--- src/design/scpm_pkg.sv ---
// Behaviour
// The three-bit clock-select field picks the fast clock or a division of it for codes 000 to 110 and the sub clock for code 111.
// Code 000 gives the undivided fast clock and codes 001 to 110 give it divided by 2, 4, 8, 16, 32 and 64 in turn.
// The fast clock comes from the fast RC oscillator and the sub clock from the slow RC oscillator.
// In FAST mode everything runs and the system clock is the fast oscillator divided by 1 to 64 as the select field says.
// In SLOW mode the CPU runs on the sub clock, and the slow oscillator and sub clock stay on in both FAST and SLOW modes.
// On moving from the fast clock to the sub clock the fast oscillator stops or keeps running for peripherals as its enable bit says.
// There are six modes: FAST and SLOW run the CPU, SLEEP and three idle modes stop it.
// A halt with both keep bits low enters SLEEP, stopping CPU, system clock, fast clock and peripheral sub clock.
// In SLEEP the slow oscillator clock runs only while the watchdog is enabled.
// A halt with only the low keep bit set enters idle_lo_only: CPU and fast clock stop, sub clock runs, system clock runs only on code 111.
// A halt with both keep bits set enters idle_both_osc: only the CPU stops, every clock runs.
// A halt with only the high keep bit set enters idle_hi_only: CPU and sub clock stop, fast clock runs, system clock runs only on codes 000 to 110.
// Setting the fast oscillator enable first clears the stable flag to 0, then sets it to 1 once the oscillator is stable.
// A switch into SLOW mode does not complete until the slow oscillator is stable.
// The system clock changes source or division without glitches or runt pulses.
package scpm_pkg;

  // ==========================================================
  // register offsets (byte addresses)
  localparam logic [7:0] SCPM_OFS_CLK_CTRL = 8'h00;
  localparam logic [7:0] SCPM_OFS_FOSC_CTRL = 8'h04;
  localparam logic [7:0] SCPM_OFS_STATUS = 8'h08;

  // ==========================================================
  // field positions
  localparam int SCPM_SEL_LSB = 5;
  localparam int SCPM_HI_KEEP_BIT = 1;
  localparam int SCPM_LO_KEEP_BIT = 0;
  localparam int SCPM_FOSC_STABLE_BIT = 1;
  localparam int SCPM_FOSC_EN_BIT = 0;

  // ==========================================================
  // reset values and codes
  localparam logic [2:0] SCPM_SEL_RST = 3'h0;
  localparam logic [2:0] SCPM_SEL_SUB = 3'h7;
  localparam logic SCPM_HI_KEEP_RST = 1'b0;
  localparam logic SCPM_LO_KEEP_RST = 1'b0;
  localparam logic SCPM_FOSC_EN_RST = 1'b1;
  localparam int SCPM_DIV_BITS = 6;
  localparam logic [SCPM_DIV_BITS-1:0] SCPM_DIV_RST = 6'h00;

  // operating modes
  typedef enum logic [2:0] {
    SCPM_FAST,
    SCPM_SLOW,
    SCPM_SLEEP,
    SCPM_IDLE_LO_ONLY,
    SCPM_IDLE_BOTH_OSC,
    SCPM_IDLE_HI_ONLY
  } scpm_mode_e;

endpackage

--- src/design/scpm_mux_if.sv ---
`timescale 1ns/1ps
// ==========================================================
// link between mode control and the system clock switch
interface scpm_mux_if;
  logic [7:0] cand;
  logic [2:0] req_sel;
  logic req_on;
  logic clk_out;
  logic busy;

  modport ctl (
    output cand,
    output req_sel,
    output req_on,
    input clk_out,
    input busy
  );

  modport mux (
    input cand,
    input req_sel,
    input req_on,
    output clk_out,
    output busy
  );
endinterface

--- src/design/scpm_clk_switch.sv ---
`timescale 1ns/1ps
// ==========================================================
// glitch-free selector for the system clock
module scpm_clk_switch (
  // clock and reset
  input wire logic clk_i,
  input wire logic rst_i,
  // control side
  scpm_mux_if.mux m
);

  logic [2:0] cur_sel_r;
  logic [2:0] cur_sel_nxt;
  logic cur_on_r;
  logic cur_on_nxt;
  logic pend_r;
  logic pend_nxt;
  logic out_r;
  logic out_nxt;
  logic change;

  assign change = (m.req_sel != cur_sel_r) || (m.req_on != cur_on_r);

  // ==========================================================
  // changeover: park low, then take the new source at its low phase
  always_comb begin
    cur_sel_nxt = cur_sel_r;
    cur_on_nxt = cur_on_r;
    pend_nxt = pend_r;
    if (pend_r) begin
      if (!m.req_on) begin
        pend_nxt = 1'b0;
      end else if (!m.cand[m.req_sel]) begin
        // joining on a low level means the first high is a full one
        cur_sel_nxt = m.req_sel;
        cur_on_nxt = 1'b1;
        pend_nxt = 1'b0;
      end
    end else if (change && !out_r) begin
      // only leave the old source while it is low: no cut high pulse
      cur_on_nxt = 1'b0;
      pend_nxt = 1'b1;
    end
    out_nxt = cur_on_nxt & m.cand[cur_sel_nxt];
  end

  // switch state
  always_ff @(posedge clk_i) begin
    if (rst_i) begin
      cur_sel_r <= 3'h0;
      cur_on_r <= 1'b0;
      pend_r <= 1'b0;
      out_r <= 1'b0;
    end else begin
      cur_sel_r <= cur_sel_nxt;
      cur_on_r <= cur_on_nxt;
      pend_r <= pend_nxt;
      out_r <= out_nxt;
    end
  end

  assign m.clk_out = out_r;
  assign m.busy = pend_r | change;

endmodule // scpm_clk_switch

--- src/design/scpm_top.sv ---
// Local design decisions: the register addresses and register access over Wishbone.
`timescale 1ns/1ps
// ==========================================================
// system clock selection and power mode control
module scpm_top (
  // clock and reset
  input wire logic clk_i,
  input wire logic rst_i,
  // wishbone classic slave
  input wire logic [7:0] adr_i,
  input wire logic [31:0] dat_i,
  output logic [31:0] dat_o,
  input wire logic [3:0] sel_i,
  input wire logic we_i,
  input wire logic cyc_i,
  input wire logic stb_i,
  output logic ack_o,
  // cpu side
  input wire logic halt_i,
  input wire logic wake_i,
  input wire logic wdt_en_i,
  output logic cpu_run_o,
  output logic [2:0] mode_o,
  // oscillators, sampled as levels
  input wire logic fast_rc_osc_i,
  input wire logic slow_rc_osc_i,
  input wire logic fast_osc_rdy_i,
  input wire logic slow_osc_rdy_i,
  output logic fast_osc_on_o,
  output logic slow_osc_on_o,
  // clocks to the chip
  output logic sys_clk_o,
  output logic fast_clk_o,
  output logic sub_clk_o,
  output logic slow_osc_clk_o
);

  // ==========================================================
  // software registers
  logic [2:0] sys_clk_sel_r;
  logic hi_osc_halt_keep_r;
  logic lo_osc_halt_keep_r;
  logic fast_osc_en_r;
  logic fast_osc_stable_r;
  logic ack_r;
  logic [31:0] dat_r;

  // mode and clocking state
  scpm_pkg::scpm_mode_e mode_r;
  scpm_pkg::scpm_mode_e mode_nxt;
  logic [2:0] applied_sel_r;
  logic [3:0] sync1_r;
  logic [3:0] sync2_r;
  logic fast_lvl_d_r;
  logic [scpm_pkg::SCPM_DIV_BITS-1:0] div_r;
  logic fast_on_d_r;
  logic fast_osc_on_r;
  logic slow_osc_on_r;
  logic cpu_run_r;
  logic fast_clk_r;
  logic sub_clk_r;
  logic slow_osc_clk_r;

  // synchronised oscillator levels and ready flags
  logic fast_lvl;
  logic slow_lvl;
  logic fast_rdy;
  logic slow_rdy;

  // gates decided by the mode
  logic fast_gate;
  logic sub_gate;
  logic sys_gate;
  logic slow_osc_gate;
  logic fast_osc_need;

  // bus decode
  logic bus_req;
  logic wr_commit;
  logic wr_lane0;

  scpm_mux_if mux_if ();

  // ==========================================================
  // helpers
  // a select code names a fast-clock division when below 111
  function automatic logic sel_is_fast(input logic [2:0] code);
    sel_is_fast = (code != scpm_pkg::SCPM_SEL_SUB);
  endfunction

  // cpu running modes
  function automatic logic mode_runs(input scpm_pkg::scpm_mode_e md);
    mode_runs = (md == scpm_pkg::SCPM_FAST) ||
                (md == scpm_pkg::SCPM_SLOW);
  endfunction

  // ==========================================================
  // input synchronisers: oscillators are not on clk_i
  always_ff @(posedge clk_i) begin
    if (rst_i) begin
      sync1_r <= 4'h0;
      sync2_r <= 4'h0;
    end else begin
      sync1_r <= {slow_osc_rdy_i, fast_osc_rdy_i, slow_rc_osc_i,
                  fast_rc_osc_i};
      sync2_r <= sync1_r;
    end
  end

  assign fast_lvl = sync2_r[0];
  assign slow_lvl = sync2_r[1];
  assign fast_rdy = sync2_r[2];
  assign slow_rdy = sync2_r[3];

  // ==========================================================
  // fast clock divider, stepping on each rising fast level
  always_ff @(posedge clk_i) begin
    if (rst_i) begin
      fast_lvl_d_r <= 1'b0;
      div_r <= scpm_pkg::SCPM_DIV_RST;
    end else begin
      fast_lvl_d_r <= fast_lvl;
      if (fast_lvl && !fast_lvl_d_r) begin
        div_r <= div_r + 6'h01;
      end
    end
  end

  // candidates: index 0 undivided, index k divides by 2**k, 7 is sub
  always_comb begin
    mux_if.cand[0] = fast_lvl;
    for (int k = 1; k < 7; k++) begin
      mux_if.cand[k] = div_r[k-1];
    end
    mux_if.cand[7] = slow_lvl;
  end

  // ==========================================================
  // applied select: a source is only taken once it is stable
  always_ff @(posedge clk_i) begin
    if (rst_i) begin
      applied_sel_r <= scpm_pkg::SCPM_SEL_RST;
    end else if (sys_clk_sel_r != applied_sel_r) begin
      if (!sel_is_fast(sys_clk_sel_r)) begin
        if (slow_rdy) begin
          applied_sel_r <= sys_clk_sel_r;
        end
      end else if (fast_osc_stable_r || sel_is_fast(applied_sel_r)) begin
        // between divisions the fast oscillator is already running
        applied_sel_r <= sys_clk_sel_r;
      end
    end
  end

  // ==========================================================
  // mode sequencing: halt picks the low-power mode from keep bits
  always_comb begin
    mode_nxt = mode_r;
    if (mode_runs(mode_r)) begin
      if (halt_i) begin
        unique case ({hi_osc_halt_keep_r, lo_osc_halt_keep_r})
          2'b00: mode_nxt = scpm_pkg::SCPM_SLEEP;
          2'b01: mode_nxt = scpm_pkg::SCPM_IDLE_LO_ONLY;
          2'b11: mode_nxt = scpm_pkg::SCPM_IDLE_BOTH_OSC;
          2'b10: mode_nxt = scpm_pkg::SCPM_IDLE_HI_ONLY;
        endcase
      end else if (sel_is_fast(applied_sel_r)) begin
        mode_nxt = scpm_pkg::SCPM_FAST;
      end else begin
        mode_nxt = scpm_pkg::SCPM_SLOW;
      end
    end else if (wake_i) begin
      // wake sources live outside; return to the selected run mode
      mode_nxt = sel_is_fast(applied_sel_r) ? scpm_pkg::SCPM_FAST :
                 scpm_pkg::SCPM_SLOW;
    end
  end

  always_ff @(posedge clk_i) begin
    if (rst_i) begin
      mode_r <= scpm_pkg::SCPM_FAST;
    end else begin
      mode_r <= mode_nxt;
    end
  end

  // ==========================================================
  // per-mode clock gates
  always_comb begin
    fast_gate = 1'b0;
    sub_gate = 1'b0;
    sys_gate = 1'b0;
    slow_osc_gate = 1'b1;
    unique case (mode_r)
      scpm_pkg::SCPM_FAST: begin
        fast_gate = 1'b1;
        sub_gate = 1'b1;
        sys_gate = 1'b1;
      end
      scpm_pkg::SCPM_SLOW: begin
        // fast oscillator kept only for peripherals if enabled
        fast_gate = fast_osc_en_r;
        sub_gate = 1'b1;
        sys_gate = 1'b1;
      end
      scpm_pkg::SCPM_SLEEP: begin
        slow_osc_gate = wdt_en_i;
      end
      scpm_pkg::SCPM_IDLE_LO_ONLY: begin
        sub_gate = 1'b1;
        sys_gate = !sel_is_fast(applied_sel_r);
      end
      scpm_pkg::SCPM_IDLE_BOTH_OSC: begin
        fast_gate = 1'b1;
        sub_gate = 1'b1;
        sys_gate = 1'b1;
      end
      scpm_pkg::SCPM_IDLE_HI_ONLY: begin
        fast_gate = 1'b1;
        sys_gate = sel_is_fast(applied_sel_r);
      end
    endcase
  end

  // fast oscillator must also run while a fast code waits to apply
  assign fast_osc_need = fast_gate || sel_is_fast(sys_clk_sel_r) ||
                         (mode_r == scpm_pkg::SCPM_FAST);

  // ==========================================================
  // system clock goes through the glitch-free switch
  assign mux_if.req_sel = applied_sel_r;
  assign mux_if.req_on = sys_gate;

  scpm_clk_switch u_switch (
    .clk_i (clk_i),
    .rst_i (rst_i),
    .m (mux_if.mux)
  );

  // ==========================================================
  // peripheral clocks and oscillator enables, all from flops
  always_ff @(posedge clk_i) begin
    if (rst_i) begin
      fast_clk_r <= 1'b0;
      sub_clk_r <= 1'b0;
      slow_osc_clk_r <= 1'b0;
      fast_osc_on_r <= 1'b0;
      slow_osc_on_r <= 1'b0;
      cpu_run_r <= 1'b0;
    end else begin
      fast_clk_r <= fast_gate & fast_lvl;
      sub_clk_r <= sub_gate & slow_lvl;
      slow_osc_clk_r <= slow_osc_gate & slow_lvl;
      fast_osc_on_r <= fast_osc_need;
      slow_osc_on_r <= slow_osc_gate;
      cpu_run_r <= mode_runs(mode_nxt);
    end
  end

  // ==========================================================
  // fast oscillator stable flag
  // a fresh enable drops the flag first, so stale ready is not trusted
  always_ff @(posedge clk_i) begin
    if (rst_i) begin
      fast_on_d_r <= 1'b0;
      fast_osc_stable_r <= 1'b0;
    end else begin
      fast_on_d_r <= fast_osc_on_r;
      if (!fast_osc_on_r || !fast_on_d_r) begin
        fast_osc_stable_r <= 1'b0;
      end else if (fast_rdy) begin
        fast_osc_stable_r <= 1'b1;
      end
    end
  end

  // ==========================================================
  // wishbone slave: ack one cycle after the strobe, data with it
  assign bus_req = cyc_i && stb_i;
  assign wr_commit = bus_req && we_i && ack_r;
  assign wr_lane0 = wr_commit && sel_i[0];

  always_ff @(posedge clk_i) begin
    if (rst_i) begin
      ack_r <= 1'b0;
    end else begin
      ack_r <= bus_req && !ack_r;
    end
  end

  // register writes land on the acked edge; upper lanes hold nothing
  always_ff @(posedge clk_i) begin
    if (rst_i) begin
      sys_clk_sel_r <= scpm_pkg::SCPM_SEL_RST;
      hi_osc_halt_keep_r <= scpm_pkg::SCPM_HI_KEEP_RST;
      lo_osc_halt_keep_r <= scpm_pkg::SCPM_LO_KEEP_RST;
      fast_osc_en_r <= scpm_pkg::SCPM_FOSC_EN_RST;
    end else if (wr_lane0) begin
      if (adr_i == scpm_pkg::SCPM_OFS_CLK_CTRL) begin
        sys_clk_sel_r <= dat_i[scpm_pkg::SCPM_SEL_LSB +: 3];
        hi_osc_halt_keep_r <= dat_i[scpm_pkg::SCPM_HI_KEEP_BIT];
        lo_osc_halt_keep_r <= dat_i[scpm_pkg::SCPM_LO_KEEP_BIT];
      end
      if (adr_i == scpm_pkg::SCPM_OFS_FOSC_CTRL) begin
        fast_osc_en_r <= dat_i[scpm_pkg::SCPM_FOSC_EN_BIT];
      end
    end
  end

  // read data captured with ack; unmapped reads return zero
  always_ff @(posedge clk_i) begin
    if (rst_i) begin
      dat_r <= 32'h0000_0000;
    end else if (bus_req && !ack_r) begin
      dat_r <= 32'h0000_0000;
      unique case (adr_i)
        scpm_pkg::SCPM_OFS_CLK_CTRL: begin
          dat_r[scpm_pkg::SCPM_SEL_LSB +: 3] <= sys_clk_sel_r;
          dat_r[scpm_pkg::SCPM_HI_KEEP_BIT] <= hi_osc_halt_keep_r;
          dat_r[scpm_pkg::SCPM_LO_KEEP_BIT] <= lo_osc_halt_keep_r;
        end
        scpm_pkg::SCPM_OFS_FOSC_CTRL: begin
          dat_r[scpm_pkg::SCPM_FOSC_STABLE_BIT] <= fast_osc_stable_r;
          dat_r[scpm_pkg::SCPM_FOSC_EN_BIT] <= fast_osc_en_r;
        end
        scpm_pkg::SCPM_OFS_STATUS: begin
          dat_r[2:0] <= mode_r;
          dat_r[3] <= mux_if.busy;
          dat_r[4] <= slow_rdy;
          dat_r[7:5] <= applied_sel_r;
        end
        default: begin
          dat_r <= 32'h0000_0000;
        end
      endcase
    end
  end

  // ==========================================================
  // outputs
  assign dat_o = dat_r;
  assign ack_o = ack_r;
  assign cpu_run_o = cpu_run_r;
  assign mode_o = mode_r;
  assign fast_osc_on_o = fast_osc_on_r;
  assign slow_osc_on_o = slow_osc_on_r;
  assign sys_clk_o = mux_if.clk_out;
  assign fast_clk_o = fast_clk_r;
  assign sub_clk_o = sub_clk_r;
  assign slow_osc_clk_o = slow_osc_clk_r;

endmodule // scpm_top

--- config.mk ---
export PLATFORM = sky130hd
export DESIGN_NAME = scpm_top
export DESIGN_NICKNAME = d
export VERILOG_FILES = /design/src/design/scpm_pkg.sv /design/src/design/scpm_mux_if.sv /design/src/design/scpm_clk_switch.sv /design/src/design/scpm_top.sv
export SDC_FILE = /design/constraint.sdc
export NUM_CORES = 1
export LEC_CHECK = 0
export BUFFER_PORTS_ARGS = -buffer_cell sky130_fd_sc_hd__buf_2
export CAP_MARGIN = 5
export CORE_MARGIN = 4
export CORE_UTILIZATION = 37
export CTS_CLUSTER_SIZE = 16
export DETAILED_ROUTE_END_ITERATION = 8
export MAX_ROUTING_LAYER = met4
export PLACE_DENSITY = 0.64
export SLEW_MARGIN = 10
export SYNTH_ARGS = -nofsm -noshare
export SYNTH_HDL_FRONTEND = slang
export SYNTH_SLANG_ARGS = --single-unit
--- constraint.sdc ---
create_clock -name clk_i -period 1.96 [get_ports clk_i]
set_input_delay 0.196 -clock clk_i [delete_from_list [all_inputs] [get_ports clk_i]]
set_output_delay 0.196 -clock clk_i [all_outputs]
set_load 0.005 [all_outputs]
==> qor.csv <==
stage;metric;value;unit
status;status;finished with violations;
status;failing checks;setup timing;
clock_network;H-tree Lvls;2;
yosys;top_reg_cell synth;dfxtp_1;
place;hpwl dp;4196;µm
clock_network;postcts setup bufs;0;
sta;clk_skew;9.247;ps
yosys;Yosys warnings;0;
route;antenna viol nets, final;0;
route;total number of vias;2011;
pwr;IR drop worst, VDD;0.0004835;V
worst_setup_path;R2R Path End;u_switch.m.clk_out$_SDFF_PP0_;
sta;unrepaired setup endpoints after global routing;yes;
final_layout;area of the multi-input gates;1388;µm²
route;drt initial violations;67;
yosys;Seq/Total Area, Yosys;39.84;%
sta;fmax;473.0;MHz
yosys;Yosys reg bits;50;
pwr;overall power;1.984;mW
place;Final Wtd Congestion;0.8687;
final_layout;fin cells;413;
global_route;total track usage;13.98;%
route;first drt pass iteration count;4;
yosys;post-synthesis adder-cell area fraction;2.490;%
yosys;Synth async-reset ratio;0;%
route;vias per cell;4.869;
run;max-cap viol count;0;
floorplanning;initial core utilization;38.90;%
global_route;grt total ovfl;0;
clock_network;later-pin clock latency in the skew report;300;ps
worst_setup_path;reg2reg start;applied_sel_r[0]$_SDFFE_PP0P_;
global_route;vias in the first global route;1806;
place;Placed Cells;405;
pwr;Power Density;649.2;nW/µm²
yosys;post-synthesis simple-gate area fraction;20.27;%
place;IO Port Bufs;44;
worst_setup_path;end of the critical path;u_switch.m.clk_out$_SDFF_PP0_;
clock_network;Max Root-Sink Buffers;2;
clock_network;CTS tree;yes;
final_layout;fraction of layout cells with a size suffix above 1;30.36;%
yosys;post-synthesis mux area share;11.55;%
worst_setup_path;worst setup path class;reg2reg;
worst_setup_path;Reg2Reg Setup Slack;-150;ps
worst_setup_path;CP Launch Type;flop;
global_route;initial antenna violation count;0;
sta;final hold violation count;0;
yosys;largest family of logic cells by synthesized area;simple AND/OR/NAND/NOR gates;
global_route;first-pass GRT wire length;9080;µm
clock_network;clk sinks;50;
floorplanning;Die Ht;90.41;µm
route;routed wire length;5652;µm
yosys;syn_area_per_cell;9.305;µm²
sta;worst-margin pin slew;495.8;ps
sta;PnR worst setup slack;-154.2;ps
sta;fin crit period;2114;ps
worst_setup_path;Setup crit start;applied_sel_r[0]$_SDFFE_PP0P_;
sta;# setup viols final;1;
global_route;largest net degree at the start of global routing;46;
worst_setup_path;required time of the worst setup path;2140;ps
route;number of remaining DRC errors;0;
floorplanning;FP Rows;29;
worst_setup_path;worst r2r path cells;6;
clock_network;Root Buffer;clkbuf_8;
yosys;Yosys cell types;52;
pwr;leakage;1.432;nW
yosys;number of flops mapped to enable cells by yosys;0;
yosys;Synth Area in Compound Gates;11.06;%
route;Avg WL per Cell;13.69;µm
sta;Final period util;107.9;%
sta;relative slew slack;66.60;%
yosys;post-synthesis xor/xnor area fraction;3.835;%
floorplanning;core area;6459;µm²
worst_setup_path;largest fanout on the critical path;4;
final_layout;number of diodes;0;
final_layout;nets@finish;396;
yosys;Cells after Synth;270;
clock_network;CTS clk-pin slew, worst paths;100;ps
final_layout;P&R area growth vs syn;21.66;%
yosys;Synth Cell Area;2512;µm²
floorplanning;DIE AREA;8173;µm²
worst_setup_path;crit path capture type;flop;
sta;Slew Limit Fails;0;
final_layout;FF/Latch Area;1008;µm²
worst_hold_path;Tightest Hold Check Type;in2reg;
floorplanning;die width;90.41;µm
clock_network;Num CTS Buffers;5;
worst_setup_path;CP Data Arrival Time;2290;ps
final_layout;Filler Cells Inserted;632;
floorplanning;io pins;99;
## cell type report
cell class	count	area share, %
Clock buffer	6	2.702
Clock inverter	2	0.5731
Inverter	6	0.7368
Multi-Input combinational cell	199	45.40
Sequential cell	50	32.99
Tap cell	77	3.152
Timing Repair Buffer	73	14.45
## metrics by stage
step / util, % / setup slack [ps] / instance area (µm²) / setup TNS, ps / hold slack (ps)
after global routing: 47.33 / -264.0 / 3057 / -347.7 / 89.34
final: 47.33 / -154.2 / 3057 / -154.2 / 98.35
after floorplan: - / -131.9 / 2608 / -131.9 / 324.2
after detailed placement: 44.79 / -175.6 / 2893 / -206.2 / 414.0
after global placement: 44.79 / -158.2 / 2893 / -164.0 / 407.9
after CTS: 46.92 / -135.1 / 3030 / -135.1 / 92.26
## report_power, final
group	internal (mW)	switching, mW
combinational	0.134	0.149
clock	0.291	0.346
sequential	1.04	0.0218
## layout by cell type (no fill, tap or decap), types with 3 or more instances in the layout
master     n
dfxtp_1   48
buf_2     44
nor2_1    42
buf_4     28
conb_1    24
nor2b_1   17
mux2i_1   13
nand2_1   10
xor2_1     8
inv_1      6
a21oi_1    6
clkbuf_8   6
nor3_1     5
o21ai_0    5
a22oi_1    5
ha_1       5
nand3_1    4
mux2i_4    4
nor4_1     4
xnor2_1    3
nand2b_1   3
mux2_2     3
a32oi_1    3
a21boi_0   3
## per-layer routing
| metal | track usage [%] | part of all wire (%) | wire [µm] |
|---|---|---|---|
| met3 | 3.083 | 5.1 | 289 |
| met2 | 21.72 | 46 | 2612 |
| met5 | - | 0 | 0 |
| met1 | 18.47 | 47 | 2669 |
| met4 | 3.571 | 1.4 | 80 |
## registers in the layout, indices dropped and copies added (netlist names), 3 cells and up
register            count
sys_clk_sel_r           3
mode_o                  3
dat_o                   8
u_switch.cur_sel_r      3
sync2_r                 4
div_r                   6
sync1_r                 4
applied_sel_r           3
## logic make-up after synthesis
logic type,count (synthesis)
AO/OA/AOI/OAI,36
XOR/XNOR,11
adder cells (fa/ha/maj),5
buffers and inverters,44
flip-flops,50
multiplexers,24
other,1
AND/OR/NAND/NOR,99
## how the worst min path moves through the flow
| stage | cells after the start | endpoint | startpoint | slack, ps |
|---|---|---|---|---|
| floorplan | 1 | sync1_r[0]$_SDFF_PP0_ | fast_rc_osc_i | 320 |
| CTS | 2 | sync1_r[0]$_SDFF_PP0_ | fast_rc_osc_i | 90 |
| finish | 2 | sync1_r[0]$_SDFF_PP0_ | fast_rc_osc_i | 100 |
| detailed placement | 2 | sync1_r[0]$_SDFF_PP0_ | fast_rc_osc_i | 410 |
| global route | 2 | sync1_r[3]$_SDFF_PP0_ | slow_osc_rdy_i | 90 |
| global placement | 2 | sync1_r[3]$_SDFF_PP0_ | slow_osc_rdy_i | 410 |
## worst max-delay path, stage by stage, from the launching register on
cell and delay [ps]:
dfxtp_4 380, mux4_2 550, mux2i_4 200, nand3_4 140, or3_4 360, a311oi_2 270, o22ai_1 100
## Yosys cell counts, types with 4 or more instances
cell type | instances | area, µm²
a21oi_1 | 6 | 30.03
a22oi_1 | 5 | 37.54
buf_4 | 24 | 180.2
clkbuf_1 | 11 | 41.29
dfxtp_1 | 50 | 1001
ha_1 | 5 | 62.56
inv_1 | 6 | 22.52
mux2i_1 | 16 | 160.2
nand2_1 | 10 | 37.54
nand3_1 | 4 | 20.02
nor2_1 | 42 | 157.7
nor2b_1 | 17 | 106.4
nor3_1 | 5 | 25.02
nor4_1 | 4 | 25.02
o21ai_0 | 5 | 25.02
xor2_1 | 8 | 70.07
## repair_timing
item                                    4_1_cts  5_1_grt
hold buffers                                  0        0
pin swaps                                     2        0
endpoints found under the hold margin         0        0
resized for setup                             7        5
endpoints found under the setup margin        4        4
Note: power is estimated with default switching activity, not from simulation.
